--- src/logic/hpm_pkg.sv ---
/*
 * Constants for the host port upper pin mux: register indices, field
 * positions and reset values.
 * Assumes a register port with byte-wide data and word indices as offsets.
 */
`default_nettype none
package hpm_pkg;

    // ------------------------------------------------------------------
    // Widths
    // ------------------------------------------------------------------
    localparam int AW = 4;
    localparam int DW = 8;
    localparam int NP = 3;

    // ------------------------------------------------------------------
    // Register indices
    // ------------------------------------------------------------------
    localparam logic [AW-1:0] REG_CTRL = 4'h0;
    localparam logic [AW-1:0] REG_DDR  = 4'h1;
    localparam logic [AW-1:0] REG_DATA = 4'h2;
    localparam logic [AW-1:0] REG_STAT = 4'h3;

    // ------------------------------------------------------------------
    // Control fields
    // ------------------------------------------------------------------
    localparam int C_HOST_EN = 0;
    localparam int C_MUX_BUS = 1;
    localparam int C_DBL_REQ = 2;
    localparam int C_CS_POL  = 3;
    localparam int C_REQ_POL = 4;
    localparam int C_ACK_POL = 5;
    localparam int C_OPEN_DR = 6;

    // ------------------------------------------------------------------
    // Pin slots and status fields
    // ------------------------------------------------------------------
    localparam int P_B13 = 0;
    localparam int P_B14 = 1;
    localparam int P_B15 = 2;
    localparam int S_CS  = 3;
    localparam int S_A10 = 4;
    localparam int S_ACK = 5;

    // ------------------------------------------------------------------
    // Reset values
    // ------------------------------------------------------------------
    localparam logic [DW-1:0] CTRL_RST = 8'h00;
    localparam logic [NP-1:0] DDR_RST  = 3'h0;
    localparam logic [NP-1:0] DATA_RST = 3'h0;
    localparam logic [NP-1:0] OE_OFF   = 3'h7;
    localparam logic [DW-1:0] RD_ZERO  = 8'h00;

endpackage
`default_nettype wire

--- src/logic/hpm_cfg_if.sv ---
/*
 * Carrier between the register file and the pin mux core.
 * Assumes both ends run on the same clock.
 */
`timescale 1ns/1ps
`default_nettype none
interface hpm_cfg_if;
    import hpm_pkg::*;
    logic [DW-1:0] ctrl;
    logic [NP-1:0] ddr;
    logic [NP-1:0] dout;
    logic [DW-1:0] stat;
    modport regs (output ctrl, output ddr, output dout, input stat);
    modport core (input ctrl, input ddr, input dout, output stat);
endinterface
`default_nettype wire

--- src/logic/hpm_top.sv ---
/*
 * Host port upper pin mux: three pins that carry chip select or address
 * bit 10, host or transmit request, acknowledge or receive request, or
 * serve as general-purpose bits 13, 14 and 15.
 * Assumes pins are resolved outside from output and active-low enable,
 * and that the host port core runs on MCLK.
 */
// Our own choices: the plain strobed port and the address map.
//
// How it works
// Non-multiplexed host mode: first pin is chip select, polarity set.
// Multiplexed host mode: first pin is host address bit 10.
// General-purpose mode: bits 13 and 15 take direction from own bits.
// Bit 14 is general-purpose only in multiplexed mode with GPIO chosen.
// Single-request host mode: second pin drives request, polarity, drive.
// Double-request host mode: second pin drives transmit request.
// Single-request mode: third pin samples acknowledge, set polarity.
// Double-request mode: third pin drives receive request, polarity, drive.
// Control register picks host or GPIO; direction register sets bits.
// In reset all three pins are released to high impedance.
`timescale 1ns/1ps
`default_nettype none
module hpm_top
    import hpm_pkg::*;
(
    // Clock and reset
    input  wire logic          MCLK,
    input  wire logic          RESET_N,
    // Register port
    input  wire logic [AW-1:0] ADDR,
    input  wire logic [DW-1:0] WDATA,
    input  wire logic          WR,
    input  wire logic          RD,
    output logic      [DW-1:0] RDATA,
    // Host port core side
    input  wire logic          HOST_REQUEST_OUT,
    input  wire logic          TRANSMIT_REQUEST_OUT,
    input  wire logic          RECEIVE_REQUEST_OUT,
    output logic               HOST_CHIP_SELECT,
    output logic               HOST_ADDR_BIT10,
    output logic               HOST_ACKNOWLEDGE_IN,
    // Pins: bit 13, bit 14, bit 15
    input  wire logic [NP-1:0] PIN_I,
    output logic      [NP-1:0] PIN_O,
    output logic      [NP-1:0] PIN_OE_N
);

    hpm_cfg_if cfg ();

    hpm_regs u_regs (
        .clk   (MCLK),
        .rst_n (RESET_N),
        .addr  (ADDR),
        .wdata (WDATA),
        .wr    (WR),
        .rd    (RD),
        .rdata (RDATA),
        .cfg   (cfg)
    );

    // ------------------------------------------------------------------
    // Helpers
    // ------------------------------------------------------------------
    // Turns an active-high level into pin level; pol high means active high.
    function automatic logic f_pol(input logic v, input logic pol);
        f_pol = v ^ ~pol;
    endfunction

    // Returns {output, enable_n} for a request pin.
    function automatic logic [1:0] f_drv(input logic lvl, input logic od);
        f_drv = od ? {1'b0, lvl} : {lvl, 1'b0};
    endfunction

    logic hen, mux, dbl, od;
    assign hen = cfg.ctrl[C_HOST_EN];
    assign mux = cfg.ctrl[C_MUX_BUS];
    assign dbl = cfg.ctrl[C_DBL_REQ];
    assign od  = cfg.ctrl[C_OPEN_DR];

    // ------------------------------------------------------------------
    // Pin input synchroniser
    // ------------------------------------------------------------------
    logic [NP-1:0] s1_r, s2_r;
    always_ff @(posedge MCLK or negedge RESET_N) begin
        if (!RESET_N) begin
            s1_r <= '0;
            s2_r <= '0;
        end else begin
            s1_r <= PIN_I;
            s2_r <= s1_r;
        end
    end

    // ------------------------------------------------------------------
    // Next values of pins and host inputs
    // ------------------------------------------------------------------
    logic [NP-1:0] o_r, o_nxt, oe_n_r, oe_n_nxt;
    logic          cs_r, cs_nxt, a10_r, a10_nxt, ack_r, ack_nxt;
    logic [1:0]    d1, d2;

    always_comb begin
        o_nxt    = cfg.dout;
        oe_n_nxt = ~cfg.ddr;
        d1 = f_drv(f_pol(dbl ? TRANSMIT_REQUEST_OUT : HOST_REQUEST_OUT,
                         cfg.ctrl[C_REQ_POL]), od);
        d2 = f_drv(f_pol(RECEIVE_REQUEST_OUT, cfg.ctrl[C_REQ_POL]), od);
        cs_nxt  = hen && !mux && f_pol(s2_r[P_B13], cfg.ctrl[C_CS_POL]);
        a10_nxt = hen && mux && s2_r[P_B13];
        ack_nxt = hen && !dbl &&
                  f_pol(s2_r[P_B15], cfg.ctrl[C_ACK_POL]);
        if (hen) begin
            oe_n_nxt[P_B13] = 1'b1;
            {o_nxt[P_B14], oe_n_nxt[P_B14]} = d1;
            if (dbl) begin
                {o_nxt[P_B15], oe_n_nxt[P_B15]} = d2;
            end else begin
                oe_n_nxt[P_B15] = 1'b1;
            end
        end else if (!mux) begin
            oe_n_nxt[P_B14] = 1'b1;
        end
    end

    // ------------------------------------------------------------------
    // Registers
    // ------------------------------------------------------------------
    always_ff @(posedge MCLK or negedge RESET_N) begin
        if (!RESET_N) begin
            o_r    <= '0;
            oe_n_r <= OE_OFF;
            cs_r   <= 1'b0;
            a10_r  <= 1'b0;
            ack_r  <= 1'b0;
        end else begin
            o_r    <= o_nxt;
            oe_n_r <= oe_n_nxt;
            cs_r   <= cs_nxt;
            a10_r  <= a10_nxt;
            ack_r  <= ack_nxt;
        end
    end

    assign PIN_O               = o_r;
    assign PIN_OE_N            = oe_n_r;
    assign HOST_CHIP_SELECT    = cs_r;
    assign HOST_ADDR_BIT10     = a10_r;
    assign HOST_ACKNOWLEDGE_IN = ack_r;
    assign cfg.stat = {{(DW-NP-3){1'b0}}, ack_r, a10_r, cs_r, s2_r};

    // ------------------------------------------------------------------
    // Checks
    // ------------------------------------------------------------------
    property p_cs;
        @(posedge MCLK) disable iff (!RESET_N)
        (hen && !mux && cfg.ctrl == $past(cfg.ctrl, 3)
         && $past(RESET_N, 3))
        |-> HOST_CHIP_SELECT ==
            ($past(PIN_I[P_B13], 3) ^ ~cfg.ctrl[C_CS_POL]);
    endproperty
    a_cs: assert property (p_cs)
        else $error("chip select does not follow pin");

    property p_a10;
        @(posedge MCLK) disable iff (!RESET_N)
        (hen && mux && cfg.ctrl == $past(cfg.ctrl, 3)
         && $past(RESET_N, 3))
        |-> HOST_ADDR_BIT10 == $past(PIN_I[P_B13], 3)
            && !HOST_CHIP_SELECT;
    endproperty
    a_a10: assert property (p_a10)
        else $error("address bit 10 does not follow pin");

    property p_gpio_dir;
        @(posedge MCLK) disable iff (!RESET_N)
        !hen |=> PIN_OE_N[P_B13] == !$past(cfg.ddr[P_B13])
             && PIN_OE_N[P_B15] == !$past(cfg.ddr[P_B15])
             && PIN_O == $past(cfg.dout);
    endproperty
    a_gpio_dir: assert property (p_gpio_dir)
        else $error("general-purpose direction wrong");

    property p_b14;
        @(posedge MCLK) disable iff (!RESET_N)
        (!hen && !mux) |=> PIN_OE_N[P_B14];
    endproperty
    a_b14: assert property (p_b14)
        else $error("bit 14 driven outside multiplexed mode");

    property p_req;
        @(posedge MCLK) disable iff (!RESET_N)
        (hen && !dbl && !od) |=> !PIN_OE_N[P_B14] && PIN_O[P_B14] ==
            ($past(HOST_REQUEST_OUT) ^ ~$past(cfg.ctrl[C_REQ_POL]));
    endproperty
    a_req: assert property (p_req)
        else $error("host request pin wrong");

    property p_treq_od;
        @(posedge MCLK) disable iff (!RESET_N)
        (hen && dbl && od) |=> !PIN_O[P_B14] && PIN_OE_N[P_B14] ==
            ($past(TRANSMIT_REQUEST_OUT) ^ ~$past(cfg.ctrl[C_REQ_POL]));
    endproperty
    a_treq_od: assert property (p_treq_od)
        else $error("transmit request open-drain wrong");

    property p_ack;
        @(posedge MCLK) disable iff (!RESET_N)
        (hen && !dbl) |=> PIN_OE_N[P_B15];
    endproperty
    a_ack: assert property (p_ack)
        else $error("acknowledge pin driven");

    property p_rreq;
        @(posedge MCLK) disable iff (!RESET_N)
        (hen && dbl && !od) |=> !PIN_OE_N[P_B15] && PIN_O[P_B15] ==
            ($past(RECEIVE_REQUEST_OUT) ^ ~$past(cfg.ctrl[C_REQ_POL]));
    endproperty
    a_rreq: assert property (p_rreq)
        else $error("receive request pin wrong");

    property p_rst;
        @(posedge MCLK) $rose(RESET_N) |-> &PIN_OE_N;
    endproperty
    a_rst: assert property (p_rst)
        else $error("pins driven in reset");

    c_cs:   cover property (@(posedge MCLK) disable iff (!RESET_N)
                            $rose(HOST_CHIP_SELECT));
    c_ack:  cover property (@(posedge MCLK) disable iff (!RESET_N)
                            $rose(HOST_ACKNOWLEDGE_IN));
    c_rreq: cover property (@(posedge MCLK) disable iff (!RESET_N)
                            hen && dbl && !PIN_OE_N[P_B15]);
    c_b14:  cover property (@(posedge MCLK) disable iff (!RESET_N)
                            !hen && mux && !PIN_OE_N[P_B14]);

endmodule // hpm_top
`default_nettype wire

--- src/logic/hpm_regs.sv ---
/*
 * Register file of the host port upper pin mux.
 * Assumes one-cycle strobes that never overlap and a master that never
 * waits; read data stand only in the cycle after the read strobe.
 */
`timescale 1ns/1ps
`default_nettype none
module hpm_regs
    import hpm_pkg::*;
(
    // Clock and reset
    input  wire logic          clk,
    input  wire logic          rst_n,
    // Register port
    input  wire logic [AW-1:0] addr,
    input  wire logic [DW-1:0] wdata,
    input  wire logic          wr,
    input  wire logic          rd,
    output logic      [DW-1:0] rdata,
    // Configuration towards the core
    hpm_cfg_if.regs            cfg
);

    logic [DW-1:0] ctrl_r,  ctrl_nxt;
    logic [NP-1:0] ddr_r,   ddr_nxt;
    logic [NP-1:0] data_r,  data_nxt;
    logic [DW-1:0] rdata_r, rdata_nxt;

    // ------------------------------------------------------------------
    // Next values
    // ------------------------------------------------------------------
    always_comb begin
        ctrl_nxt  = ctrl_r;
        ddr_nxt   = ddr_r;
        data_nxt  = data_r;
        rdata_nxt = RD_ZERO;
        if (wr) begin
            case (addr)
                REG_CTRL: ctrl_nxt = wdata;
                REG_DDR:  ddr_nxt  = wdata[NP-1:0];
                REG_DATA: data_nxt = wdata[NP-1:0];
                default:  ;
            endcase
        end
        if (rd) begin
            case (addr)
                REG_CTRL: rdata_nxt = ctrl_r;
                REG_DDR:  rdata_nxt = {{(DW-NP){1'b0}}, ddr_r};
                REG_DATA: rdata_nxt = {{(DW-NP){1'b0}}, data_r};
                REG_STAT: rdata_nxt = cfg.stat;
                default:  rdata_nxt = RD_ZERO;
            endcase
        end
    end

    // ------------------------------------------------------------------
    // Registers
    // ------------------------------------------------------------------
    always_ff @(posedge clk or negedge rst_n) begin
        if (!rst_n) begin
            ctrl_r  <= CTRL_RST;
            ddr_r   <= DDR_RST;
            data_r  <= DATA_RST;
            rdata_r <= RD_ZERO;
        end else begin
            ctrl_r  <= ctrl_nxt;
            ddr_r   <= ddr_nxt;
            data_r  <= data_nxt;
            rdata_r <= rdata_nxt;
        end
    end

    assign cfg.ctrl = ctrl_r;
    assign cfg.ddr  = ddr_r;
    assign cfg.dout = data_r;
    assign rdata    = rdata_r;

    // ------------------------------------------------------------------
    // Checks
    // ------------------------------------------------------------------
    property p_ctrl_wr;
        @(posedge clk) disable iff (!rst_n)
        (wr && addr == REG_CTRL) |=> (cfg.ctrl == $past(wdata));
    endproperty
    a_ctrl_wr: assert property (p_ctrl_wr)
        else $error("control write not taken");

    property p_ddr_wr;
        @(posedge clk) disable iff (!rst_n)
        (wr && addr == REG_DDR) |=> (cfg.ddr == $past(wdata[NP-1:0]));
    endproperty
    a_ddr_wr: assert property (p_ddr_wr)
        else $error("direction write not taken");

endmodule // hpm_regs
`default_nettype wire

--- config.mk ---
export PLATFORM = sky130hd
export DESIGN_NAME = hpm_top
export DESIGN_NICKNAME = d
export VERILOG_FILES = /design/src/logic/hpm_pkg.sv /design/src/logic/hpm_cfg_if.sv /design/src/logic/hpm_top.sv /design/src/logic/hpm_regs.sv
export SDC_FILE = /design/constraint.sdc
export NUM_CORES = 1
export LEC_CHECK = 0
export ABC_AREA = 1
export BUFFER_PORTS_ARGS = -buffer_cell sky130_fd_sc_hd__buf_4
export CELL_PAD_IN_SITES_DETAIL_PLACEMENT = 0
export CELL_PAD_IN_SITES_GLOBAL_PLACEMENT = 1
export CORE_MARGIN = 2
export CORE_UTILIZATION = 44
export CTS_BUF_LIST = sky130_fd_sc_hd__clkbuf_2
export CTS_CLUSTER_SIZE = 20
export DETAILED_ROUTE_END_ITERATION = 8
export PLACE_DENSITY_LB_ADDON = 0.1
export SKIP_CTS_REPAIR_TIMING = 1
export SLEW_MARGIN = 20
export SYNTH_ARGS = -nofsm -noshare
export SYNTH_HDL_FRONTEND = slang
export SYNTH_HIERARCHICAL = 1
export SYNTH_SLANG_ARGS = --single-unit
--- constraint.sdc ---
create_clock -name MCLK -period 2.3 [get_ports MCLK]
set_input_delay 0.23 -clock MCLK [delete_from_list [all_inputs] [get_ports MCLK]]
set_output_delay 0.23 -clock MCLK [all_outputs]
set_load 0.01 [all_outputs]
Yosys cells after proc, flatten, opt, wreduce, memory -nomap -nowiden. Cells that the tools add are included. W data, S select, Z words.

Add/sub/neg operators: 0. $mul: 0. Div/mod/pow operators: 0. Magnitude comparators: 0. Equality and inequality tests: 3. Shift operators: 0. Muxes and demuxes: 12. Bitwise gates (word level): 8. Reductions and logical operators: 12.

Operators with widths (number): $pmux W8 S4 (1); $eq A4 B2 Y1 const B (2); $mux W8 (1); $mux W1 (7); $logic_and A1 B1 Y1 (6); $mux W2 (3); $reduce_and A2 Y1 (3); $eq A4 B1 Y1 const B (1); $logic_not A4 Y1 (1); $xor A1 B1 Y1 (4); $not A1 Y1 (3); $not A3 Y3 (1); $logic_not A1 Y1 (2).

Flip-flop bits (word level): 37. Latch bits: 0. Memory bits (writable): 0. Memory bits (read-only): 0. Input port bits: 22. Output and inout bits: 17. Word-level logic and storage cells: 46. Memories kept: 0.

Logic depth before layout (Yosys ltp). Gate-level depths: netlist of run 1.

Depth after elaboration: 5. Gate-level depth with buffers: 6. Gate-level depth less buffers: 6.

Cells and area by module. Netlist of run 1, hierarchy kept.

By module, submodules not included: hpm_regs (times used 1, cells an instance 122, area each 1057.3 um^2); hpm_top (times used 1, cells an instance 53, area each 551.8 um^2).

Worst setup path before layout of run 1. No wires, ideal clock.

Kind: input to register. From: input port ADDR[3]. To: register u_regs.rdata_r[2] (netlist: u_regs/rdata[2]). Data arrival time: 0.822 ns. Data required time: 2.228 ns. Path slack: 1.406 ns. Stages on the path: 6. Path buffers: 1. Cell sequence: nor2_4 buf_6 nand3_1 nand2_1 nor2_1 nor2_1.

Cells in the longest elaborated chain, start to end: 3.

RTL lines: start, declared (line hpm_top.sv:30) `input wire logic [AW-1:0] ADDR,`; $eq A4 B2 Y1 (tied with other cells) (line hpm_regs.sv:46) `case (addr)`; $pmux W8 S4 (*) (line hpm_regs.sv:46); $mux W8 (*) (line hpm_regs.sv:45) `if (rd) begin`; net u_regs.rdata_nxt[2] (line hpm_regs.sv:27) `logic [DW-1:0] rdata_r, rdata_nxt;`; end signal, assigned (line hpm_regs.sv:69) `rdata_r <= rdata_nxt;`; end, declared (line hpm_regs.sv:27).

The timed path passes the listed nets; every way through them passes the cells marked *. A chain may end at the register's enable or synchronous reset.

Final worst setup path of run 1.
From: register oe_n_r[1] (netlist: PIN_OE_N[1]). To: output port PIN_OE_N[1].

RTL lines: start, declared (line hpm_top.sv:97) `logic [NP-1:0] o_r, o_nxt, oe_n_r, oe_n_nxt;`; start signal, assigned (line hpm_top.sv:136) `oe_n_r <= oe_n_nxt;`; end, declared (line hpm_top.sv:45) `output logic [NP-1:0] PIN_OE_N`.

No word-level cell between the ends.

==> results of run 1 <==
-- sequential cells by signal (all words and copies together), names as in the netlist --
register	count
s1_r	3
PIN_O	3
HOST_ADDR_BIT10	1
u_regs/cfg.dout	3
u_regs/cfg.ddr	3
u_regs/cfg.ctrl	8
PIN_OE_N	3
HOST_ACKNOWLEDGE_IN	1
u_regs/rdata	8
s2_r	3
HOST_CHIP_SELECT	1
-- final cells by class --
type | instances | area (sq um) | share of cell area, %
Clock buffer | 8 | 40.0 | 1.99
Inverter | 11 | 41.3 | 2.06
Tap cell | 46 | 57.6 | 2.87
Multi-Input combinational cell | 125 | 614 | 30.6
Timing Repair Buffer | 42 | 325 | 16.2
Sequential cell | 37 | 930 | 46.3
-- layer usage --
metal | wire length [microns] | vias up | global-route usage (%)
met4 | 50 | 0 | 6.38
met1 | 1480 | 624 | 24.3
met5 | 0 | - | 0
li1 | - | 653 | -
met3 | 229 | 6 | 6.42
met2 | 1700 | 41 | 28.9
-- cell families after synthesis --
kind of cell / share of synthesized area (%)
and+or+nand+nor: 30.2
DFF: 57.8
AOI/OAI and AO/OA: 5.91
buffers and inverters: 4.28
xor gates and xnor gates: 1.63
other: 0.233
-- final timing paths --
check | to | slack [ns] | cells past startpoint
max | PIN_OE_N[1] | 1.03 | 1
min | u_regs/cfg.ctrl[5] | 0.04 | 3
max reg2reg | PIN_O[1] | 1.34 | 4
min reg2reg | s2_r[1] | 0.37 | 0
max in group asynchronous | PIN_OE_N[2] | 1.65 | 2
min in group asynchronous | u_regs/rdata[1] | 0.31 | 2
-- metrics by stage --
| stage | area, sq um | total power, mW | instances |
|---|---|---|---|
| 2_1_floorplan | 1610 | 0.966 | 176 |
| 5_1_grt | 2010 | 1.50 | 269 |
| 6_report | 2010 | 1.39 | 269 |
| 3_3_place_gp | 1930 | 1.11 | 257 |
| 4_1_cts | 1970 | 1.41 | 265 |
| 3_5_place_dp | 1930 | 1.12 | 257 |
-- power breakdown --
part | internal (mW) | leakage (nW) | total (mW) | switching [mW]
registers | 0.751 | 0.470 | 0.829 | 0.0786
clock network | 0.0896 | 0.0332 | 0.285 | 0.195
logic | 0.127 | 0.557 | 0.280 | 0.153
total | 0.967 | 1.06 | 1.39 | 0.427
-- cells in the final DEF, fill, tap and decap left out, types with 2 or more instances in the layout --
cell type and n:
xor2_1 2, nor3_1 2, o21ai_0 13, dlygate4sd3_1 4, a21oi_1 5, nor2_1 8
nand2_1 54, buf_4 38, clkbuf_2 8, inv_1 10, conb_1 2, nand3_1 25
nor2_4 4, nor2_2 2, dfstp_2 3, dfrtp_1 34, nand2_2 2
-- worst register-to-register path, delay by kind of cell, from the launching register on --
family | cells | cell delay (ns)
DFF | 1 | 0.47
buffers and inverters | 1 | 0.19
and+or+nand+nor | 3 | 0.20
==> reports/results.tsv, run 1 <==
metric	value	unit
run_status	finished clean	
worst_slack	1.03	ns
diodes	0	
grt_pass1_wl	5.78	mm
final.fill_count	326	
fin_nets	244	
yosys_register_bits	37	
tightest_slew	0.563	ns
start_util	47.1	%
coreArea	3420	sq um
max_stage_delay	0.55	ns
synth.most_common_cell	nand2_1	
hold_slack	0.0376	ns
synth_top_cell_area_share	52.9	%
finalCritPeriodShare	55.2	%
power.leakage	1.06	nW
finalClockSkew	0.00565	ns
place.gp.congestion	0.852	
start_kind	flop	
cts_inserted_buffers	5	
crit_path_top_delay_cell	dfstp_2	
drv_cap	0	
crit_type	reg -> out	
vias	1324	
synth_largest_area_cell	dfrtp_1	
layout-drive-gt1-share	27.4	%
netlist_top_cells_count	nand2_1 (54), dfrtp_1 (34), nand3_1 (25)	
required	2.07	ns
startpoint	PIN_OE_N[1]	
rows	21	
io_pins	39	
firstDrtPassIters	4	
syn_inst	175	
clkSlewWorstSetupHoldPaths	0.16	ns
reg2reg_from	u_regs/cfg.ctrl[0]	
dpl_worst_slack	0.909	ns
setup-violations-final	0	
synth.yosys.seq_area_share	57.8	%
async_flop_share	100	%
insertion_delay	0.38	ns
hp-start	WDATA[5]	
wl_per_cell	12.8	microns
cp_max_fo	1	
h-tree-depth	2	
cts-root-buf	clkbuf_2	
synth-warning-count	6	
cp_data_arrival_time	1.04	ns
die_w	64.5	microns
syn_area	1610	sq um
final_hold_viol_count	0	
die-area	4160	sq um
power_density	694	nW/um^2
synthTopCellsByArea	dfrtp_1 (53%), nand2_1 (13%), nand3_1 (7.8%)	
hold_class	in -> reg	
synth_cell_types	23	
cpLargestDelayFamily	flip-flops	
drt_iter0_markers	57	
maxSlewViolCount	0	
drc	0	
viasPerCell	4.92	
synth_edf_count	0	
grt_pass1_vias	1213	
area_growth	24.8	%
crit_buf_inv	1	
synth_flop_cell	dfrtp_1	
syn_avg_cell_area	9.19	sq um
antenna_found_initial	0	
drt_wl_total	3.45	mm
relSlewSlack	62.4	%
cts_sinks	37	
grt_use_total	18.6	%
max_freq	0.787	GHz
fin_util	58.8	%
grt_max_degree	38	
fin_tns_setup	0	ns
overflow	0	
clk_path_buf_depth	2	
end_kind	output port	
ant_nets	0	
crit_chain	buf_4	
port_buffers	38	
die_h	64.5	microns
dp_hpwl	2.52	mm
grt_setup_unrepaired	false	
peakVddDrop	0.369	mV
cts_tree	built	
period_needed	1.27	ns
(Power assumes the default switching activity.)
==> inputs of run 2 (changes only) <==
--- a/config.mk
+++ b/config.mk
@@ -5,12 +5,12 @@
 export SDC_FILE = /design/constraint.sdc
 export NUM_CORES = 1
 export LEC_CHECK = 0
-export ABC_AREA = 1
+export ABC_AREA = 0
 export BUFFER_PORTS_ARGS = -buffer_cell sky130_fd_sc_hd__buf_4
 export CELL_PAD_IN_SITES_DETAIL_PLACEMENT = 0
 export CELL_PAD_IN_SITES_GLOBAL_PLACEMENT = 1
 export CORE_MARGIN = 2
-export CORE_UTILIZATION = 44
+export CORE_UTILIZATION = 43
 export CTS_BUF_LIST = sky130_fd_sc_hd__clkbuf_2
 export CTS_CLUSTER_SIZE = 20
 export DETAILED_ROUTE_END_ITERATION = 8
==> constraint.sdc (replaced) <==
create_clock -name MCLK -period 1.3 [get_ports MCLK]
set_input_delay 0.13 -clock MCLK [delete_from_list [all_inputs] [get_ports MCLK]]
set_output_delay 0.13 -clock MCLK [all_outputs]
set_load 0.01 [all_outputs]
==> reports/results.tsv, run 2 <==
metric	value	unit	change
worst_slack	0.124	ns	was 1.03 ns
cts_tree	built		unchanged
die_h	62.1	microns	was 64.5 microns
power_density	1390	nW/um^2	was 694 nW/um^2
die_w	62.1	microns	was 64.5 microns
syn_avg_cell_area	13.8	sq um	was 9.19 sq um
crit_chain	buf_4		unchanged
dp_hpwl	2.06	mm	was 2.52 mm
final_cell_mix	buf_4 (39), dfrtp_1 (34), mux2_2 (14)		was nand2_1 (54), buf_4 (38), dfrtp_1 (34)
synth_cell_types	24		was 23
grt_pass1_wl	4.41	mm	was 5.78 mm
crit_type	reg -> out		unchanged
synth_flop_cell	dfrtp_1		unchanged
finalCritPeriodShare	90.4	%	
h-tree-depth	2		unchanged
cpLargestDelayFamily	flip-flops		unchanged
placed_cell_area	1790	sq um	was 1930 sq um
grt_util_met2	25.9	%	was 28.9%
cts_sinks	37		unchanged
synthTopCellsByArea	dfrtp_1 (59%), mux2_2 (11%), dfstp_2 (5.4%)		was dfrtp_1 (53%), nand2_1 (13%), nand3_1 (7.8%)
max_freq	0.851	GHz	
vias	1005		was 1324
cp_data_arrival_time	1.05	ns	was 1.04 ns
yosys_register_bits	37		unchanged
top_usage_layer	met2		unchanged
ant_nets	0		unchanged
max_stage_delay	0.55	ns	about the same
crit_buf_inv	1		unchanged
port_buffers	38		unchanged
power.leakage	0.946	nW	was 1.06 nW
fin_tns_setup	0	ns	unchanged
power	2.75	mW	was 1.39 mW
drt_wl_total	2.95	mm	was 3.45 mm
grt_pass1_vias	917		was 1213
coreArea	3280	sq um	was 3420 sq um
final_hold_viol_count	0		unchanged
peakVddDrop	1.01	mV	was 0.369 mV
grtUsageMet3	6.42	%	about the same
synth.most_common_cell	dfrtp_1		was nand2_1
synth.yosys.seq_area_share	64.1	%	was 57.8%
globalRouteMet1Util	21.1	%	was 24.3%
layout-drive-gt1-share	40.9	%	was 27.4%
finalClockSkew	0.0216	ns	was 0.00565 ns
run_status	finished clean		unchanged
die-area	3860	sq um	was 4160 sq um
grt_use_total	16.7	%	was 18.6%
diodes	0		unchanged
regToRegSetupSlack	0.19	ns	was 1.34 ns
dpl_worst_slack	0.0313	ns	was 0.909 ns
start_kind	flop		unchanged
firstDrtPassIters	4		unchanged
io_pins	39		unchanged
r2r_cells	3		was 4
hold_slack	0.104	ns	was 0.0376 ns
layout_commonest_cell	buf_4		was nand2_1
synth_largest_area_cell	dfrtp_1		unchanged
start_util	44.2	%	was 47.1%
cts-root-buf	clkbuf_2		unchanged
period_needed	1.18	ns	
netlist_top_cells_count	dfrtp_1 (34), mux2_2 (14), nor2_1 (10)		was nand2_1 (54), dfrtp_1 (34), nand3_1 (25)
stdcell_area	1980	sq um	was 2010 sq um
cts_inserted_buffers	5		unchanged
maxSlewViolCount	0		unchanged
antenna_found_initial	0		unchanged
rows	21		unchanged
grt_max_degree	38		unchanged
drt_iter0_markers	32		was 57
required	1.17	ns	was 2.07 ns
multi_input_area	507	sq um	was 614 sq um
wl_per_cell	14.1	microns	was 12.8 microns
synth_edf_count	0		unchanged
seq_area	930	sq um	unchanged
hold_class	in -> reg		unchanged
insertion_delay	0.38	ns	about the same
end_kind	output port		unchanged
synth_top_cell_area_share	58.6	%	was 52.9%
holdPathStages	4		was 3
drc	0		unchanged
fin_nets	185		was 244
overflow	0		unchanged
setup-violations-final	0		unchanged
viasPerCell	4.79		was 4.92
place.gp.congestion	0.738		was 0.852
syn_area	1450	sq um	was 1610 sq um
grt_setup_unrepaired	false		unchanged
drv_cap	0		unchanged
area_growth	36.3	%	was 24.8%
clkSlewWorstSetupHoldPaths	0.19	ns	was 0.16 ns
syn_inst	105		was 175
clk_path_buf_depth	2		unchanged
async_flop_share	100	%	unchanged
cp.depth	1		unchanged
synth-warning-count	6		unchanged
final.fill_count	277		was 326
crit_path_top_delay_cell	dfstp_2		unchanged
cp_max_fo	1		unchanged
-- run 2: cell count changes in the layout (fill, tap and decap cells not counted), moves of 3 or more --
cell / change
nand2_1: -48
nand3_1: -25
mux2_2: +14
o21ai_0: -13
dlygate4sd3_1: +8
inv_1: -8
mux2i_1: +7
a22oi_1: +5
a21oi_1: -3
nor2_4: -3
o22a_1: +3
-- run 2: metal layers --
metal  share of wire [%]  vias to the layer above
met3                 6.1                        5
met2                  47                       35
met5                   0                        -
met4                 1.7                        0
met1                  45                      480
li1                    -                      485
-- run 2: worst min-delay path: stages --
cell and delay [ns]:
buf_4 0.09, xnor2_1 0.07, a21oi_1 0.14, a21oi_1 0.05
-- run 2: per-stage QoR --
stage          cells  utilization, %
6_report         210            60.2
5_1_grt          210            60.2
4_1_cts          198            56.6
3_5_place_dp     190            54.6
3_3_place_gp     190            54.6
2_1_floorplan    106               -
-- run 2: final timing paths --
path,start,to
min in group asynchronous,RESET_N,u_regs/rdata[0]
max in group asynchronous,RESET_N,PIN_OE_N[2]
max reg2reg,u_regs/cfg.ctrl[2],PIN_OE_N[1]
max,PIN_OE_N[0],PIN_OE_N[0]
min,RECEIVE_REQUEST_OUT,PIN_OE_N[2]
min reg2reg,s1_r[0],s2_r[0]
-- run 2: where the power goes --
part           internal, mW  switching [mW]  total, mW
sequential             1.35           0.141       1.49
clock                 0.329           0.366      0.694
combinational         0.325           0.240      0.565
total                  2.01           0.747       2.75
-- run 2: cell type report --
class,count,area share (%)
clock buffers,6,1.52
repair buffers,51,20.9
multi-input cells,66,25.6
inverters,2,0.380
clock inverters,2,1.71
well taps,46,2.91
flip-flops and latches,37,47.0
-- run 2: cells by family (layout without fill, tap and decap cells) --
family	Yosys count	in the layout	share of synthesized area, %
compound gates	13	13	6.72
xor+xnor	4	4	2.41
buf+inv	3	61	1.29
flops	37	37	64.1
mux	21	21	15.7
other cells	1	2	0.258
simple gates	26	26	9.57
==> inputs of run 3 (changes only) <==
--- a/config.mk
+++ b/config.mk
@@ -5,12 +5,12 @@
 export SDC_FILE = /design/constraint.sdc
 export NUM_CORES = 1
 export LEC_CHECK = 0
-export ABC_AREA = 0
+export ABC_AREA = 1
 export BUFFER_PORTS_ARGS = -buffer_cell sky130_fd_sc_hd__buf_4
 export CELL_PAD_IN_SITES_DETAIL_PLACEMENT = 0
 export CELL_PAD_IN_SITES_GLOBAL_PLACEMENT = 1
 export CORE_MARGIN = 2
-export CORE_UTILIZATION = 43
+export CORE_UTILIZATION = 41
 export CTS_BUF_LIST = sky130_fd_sc_hd__clkbuf_2
 export CTS_CLUSTER_SIZE = 20
 export DETAILED_ROUTE_END_ITERATION = 8
==> reports/results.tsv, run 3 (same netlist as run 1, synthesis figures left out) <==
metric	value	unit	change
run_status	finished clean		unchanged
max_freq	0.871	GHz	was 0.851 GHz
layout-drive-gt1-share	26.2	%	was 40.9%
viasPerCell	4.75		was 4.79
clkSlewWorstSetupHoldPaths	0.15	ns	was 0.19 ns
crit_type	reg -> out		unchanged
firstDrtPassIters	4		unchanged
required	1.17	ns	about the same
end_kind	output port		unchanged
cts-root-buf	clkbuf_2		unchanged
grt_setup_unrepaired	false		unchanged
r2r_cells	4		was 3
finalClockSkew	0.00577	ns	was 0.0216 ns
holdPathStages	3		was 4
cp_max_fo	1		unchanged
start_util	43.3	%	was 44.2%
cts_sinks	37		unchanged
place_inst	261		was 190
top_usage_layer	met2		unchanged
die-area	4440	sq um	was 3860 sq um
coreArea	3720	sq um	was 3280 sq um
cp_data_arrival_time	1.02	ns	was 1.05 ns
maxSlewViolCount	0		unchanged
max_stage_delay	0.54	ns	was 0.55 ns
power	2.44	mW	was 2.75 mW
die_w	66.6	microns	was 62.1 microns
setup-violations-final	0		unchanged
place.gp.congestion	0.796		was 0.738
grt_pass1_vias	1199		was 917
drc	0		unchanged
grtUsageMet3	5.57	%	was 6.42%
worst_slack	0.152	ns	was 0.124 ns
fin_util	56.8	%	was 60.2%
rows	22		was 21
crit_path_top_delay_cell	dfstp_2		unchanged
fin_nets	255		was 185
grt_util_met2	28.5	%	was 25.9%
layout_commonest_cell	nand2_1		was buf_4
globalRouteMet1Util	20.0	%	was 21.1%
placed_cell_area	1950	sq um	was 1790 sq um
diodes	0		unchanged
area_growth	31.1	%	was 36.3%
crit_buf_inv	1		unchanged
cp.depth	1		unchanged
peakVddDrop	0.624	mV	was 1.01 mV
cpLargestDelayFamily	flip-flops		unchanged
finalCritPeriodShare	88.3	%	was 90.4%
ant_nets	0		unchanged
insertion_delay	0.37	ns	was 0.38 ns
stdcell_area	2110	sq um	was 1980 sq um
vias	1334		was 1005
grt_max_degree	38		unchanged
power.leakage	1.10	nW	was 0.946 nW
die_h	66.6	microns	was 62.1 microns
drv_cap	0		unchanged
cts_tree	built		unchanged
h-tree-depth	2		unchanged
crit_chain	buf_4		unchanged
final_hold_viol_count	0		unchanged
dpl_worst_slack	0.209	ns	was 0.0313 ns
grt_pass1_wl	5.42	mm	was 4.41 mm
cts_inserted_buffers	5		unchanged
dp_hpwl	2.47	mm	was 2.06 mm
clk_path_buf_depth	2		unchanged
wl_per_cell	11.9	microns	was 14.1 microns
fin_tns_setup	0	ns	unchanged
power_density	1150	nW/um^2	was 1390 nW/um^2
overflow	0		unchanged
period_needed	1.15	ns	was 1.18 ns
instances_no_fill	281		was 210
grt_use_total	16.8	%	was 16.7%
drt_iter0_markers	87		was 32
antenna_found_initial	0		unchanged
hold_slack	0.100	ns	was 0.104 ns
start_kind	flop		unchanged
drt_wl_total	3.33	mm	was 2.95 mm
final_cell_mix	nand2_1 (54), buf_4 (40), dfrtp_1 (34)		was buf_4 (39), dfrtp_1 (34), mux2_2 (14)
hold_class	in -> reg		unchanged
final.fill_count	372		was 277
io_pins	39		unchanged
port_buffers	38		unchanged
run 3: cell count changes in the layout (fill, tap and decap cells not counted), moves of 3 or more:
| cell | delta |
|---|---|
| nand3_1 | +25 |
| o21ai_0 | +13 |
| o22a_1 | -3 |
| inv_1 | +8 |
| nand2_1 | +48 |
| a22oi_1 | -5 |
| mux2_2 | -14 |
| mux2i_1 | -7 |
| a21oi_1 | +3 |
| nor2_4 | +3 |
run 3: path summary, 6_finish.rpt:
| path | start | slack [ns] | end |
|---|---|---|---|
| worst max-delay path | PIN_OE_N[2] | 0.15 | PIN_OE_N[2] |
| worst min-delay path | RD | 0.10 | u_regs/rdata[0] |
| worst max register to register | u_regs/cfg.ctrl[0] | 0.34 | PIN_O[1] |
| worst min register to register | s1_r[1] | 0.37 | s2_r[1] |
| max in group asynchronous | RESET_N | 0.74 | PIN_OE_N[2] |
| min in group asynchronous | RESET_N | 0.23 | u_regs/cfg.ctrl[3] |
run 3: layer usage:
layer | vias to the layer above | share of wire, %
li1 | 677 | -
met1 | 613 | 44
met2 | 39 | 48
met3 | 5 | 6.8
met4 | 0 | 1.3
met5 | - | 0
run 3: tightest hold or removal path: cells and delay by family:
kind / cells / cell delay, ns
buf+inv: 2 / 0.17
simple gates: 1 / 0.13
run 3: area by class of cell:
type	count	area, sq um	area share, %
clock buffers	6	30.0	1.42
repair buffers	53	430	20.4
flip-flops and latches	37	930	44.1
multi-input cells	125	614	29.1
well taps	48	60.1	2.85
clock inverters	1	3.75	0.178
inverters	11	41.3	1.96
run 3: power breakdown:
group,switching (mW),leakage [nW],internal (mW)
sequential,0.133,0.470,1.33
clock,0.332,0.0265,0.125
combinational,0.271,0.605,0.245
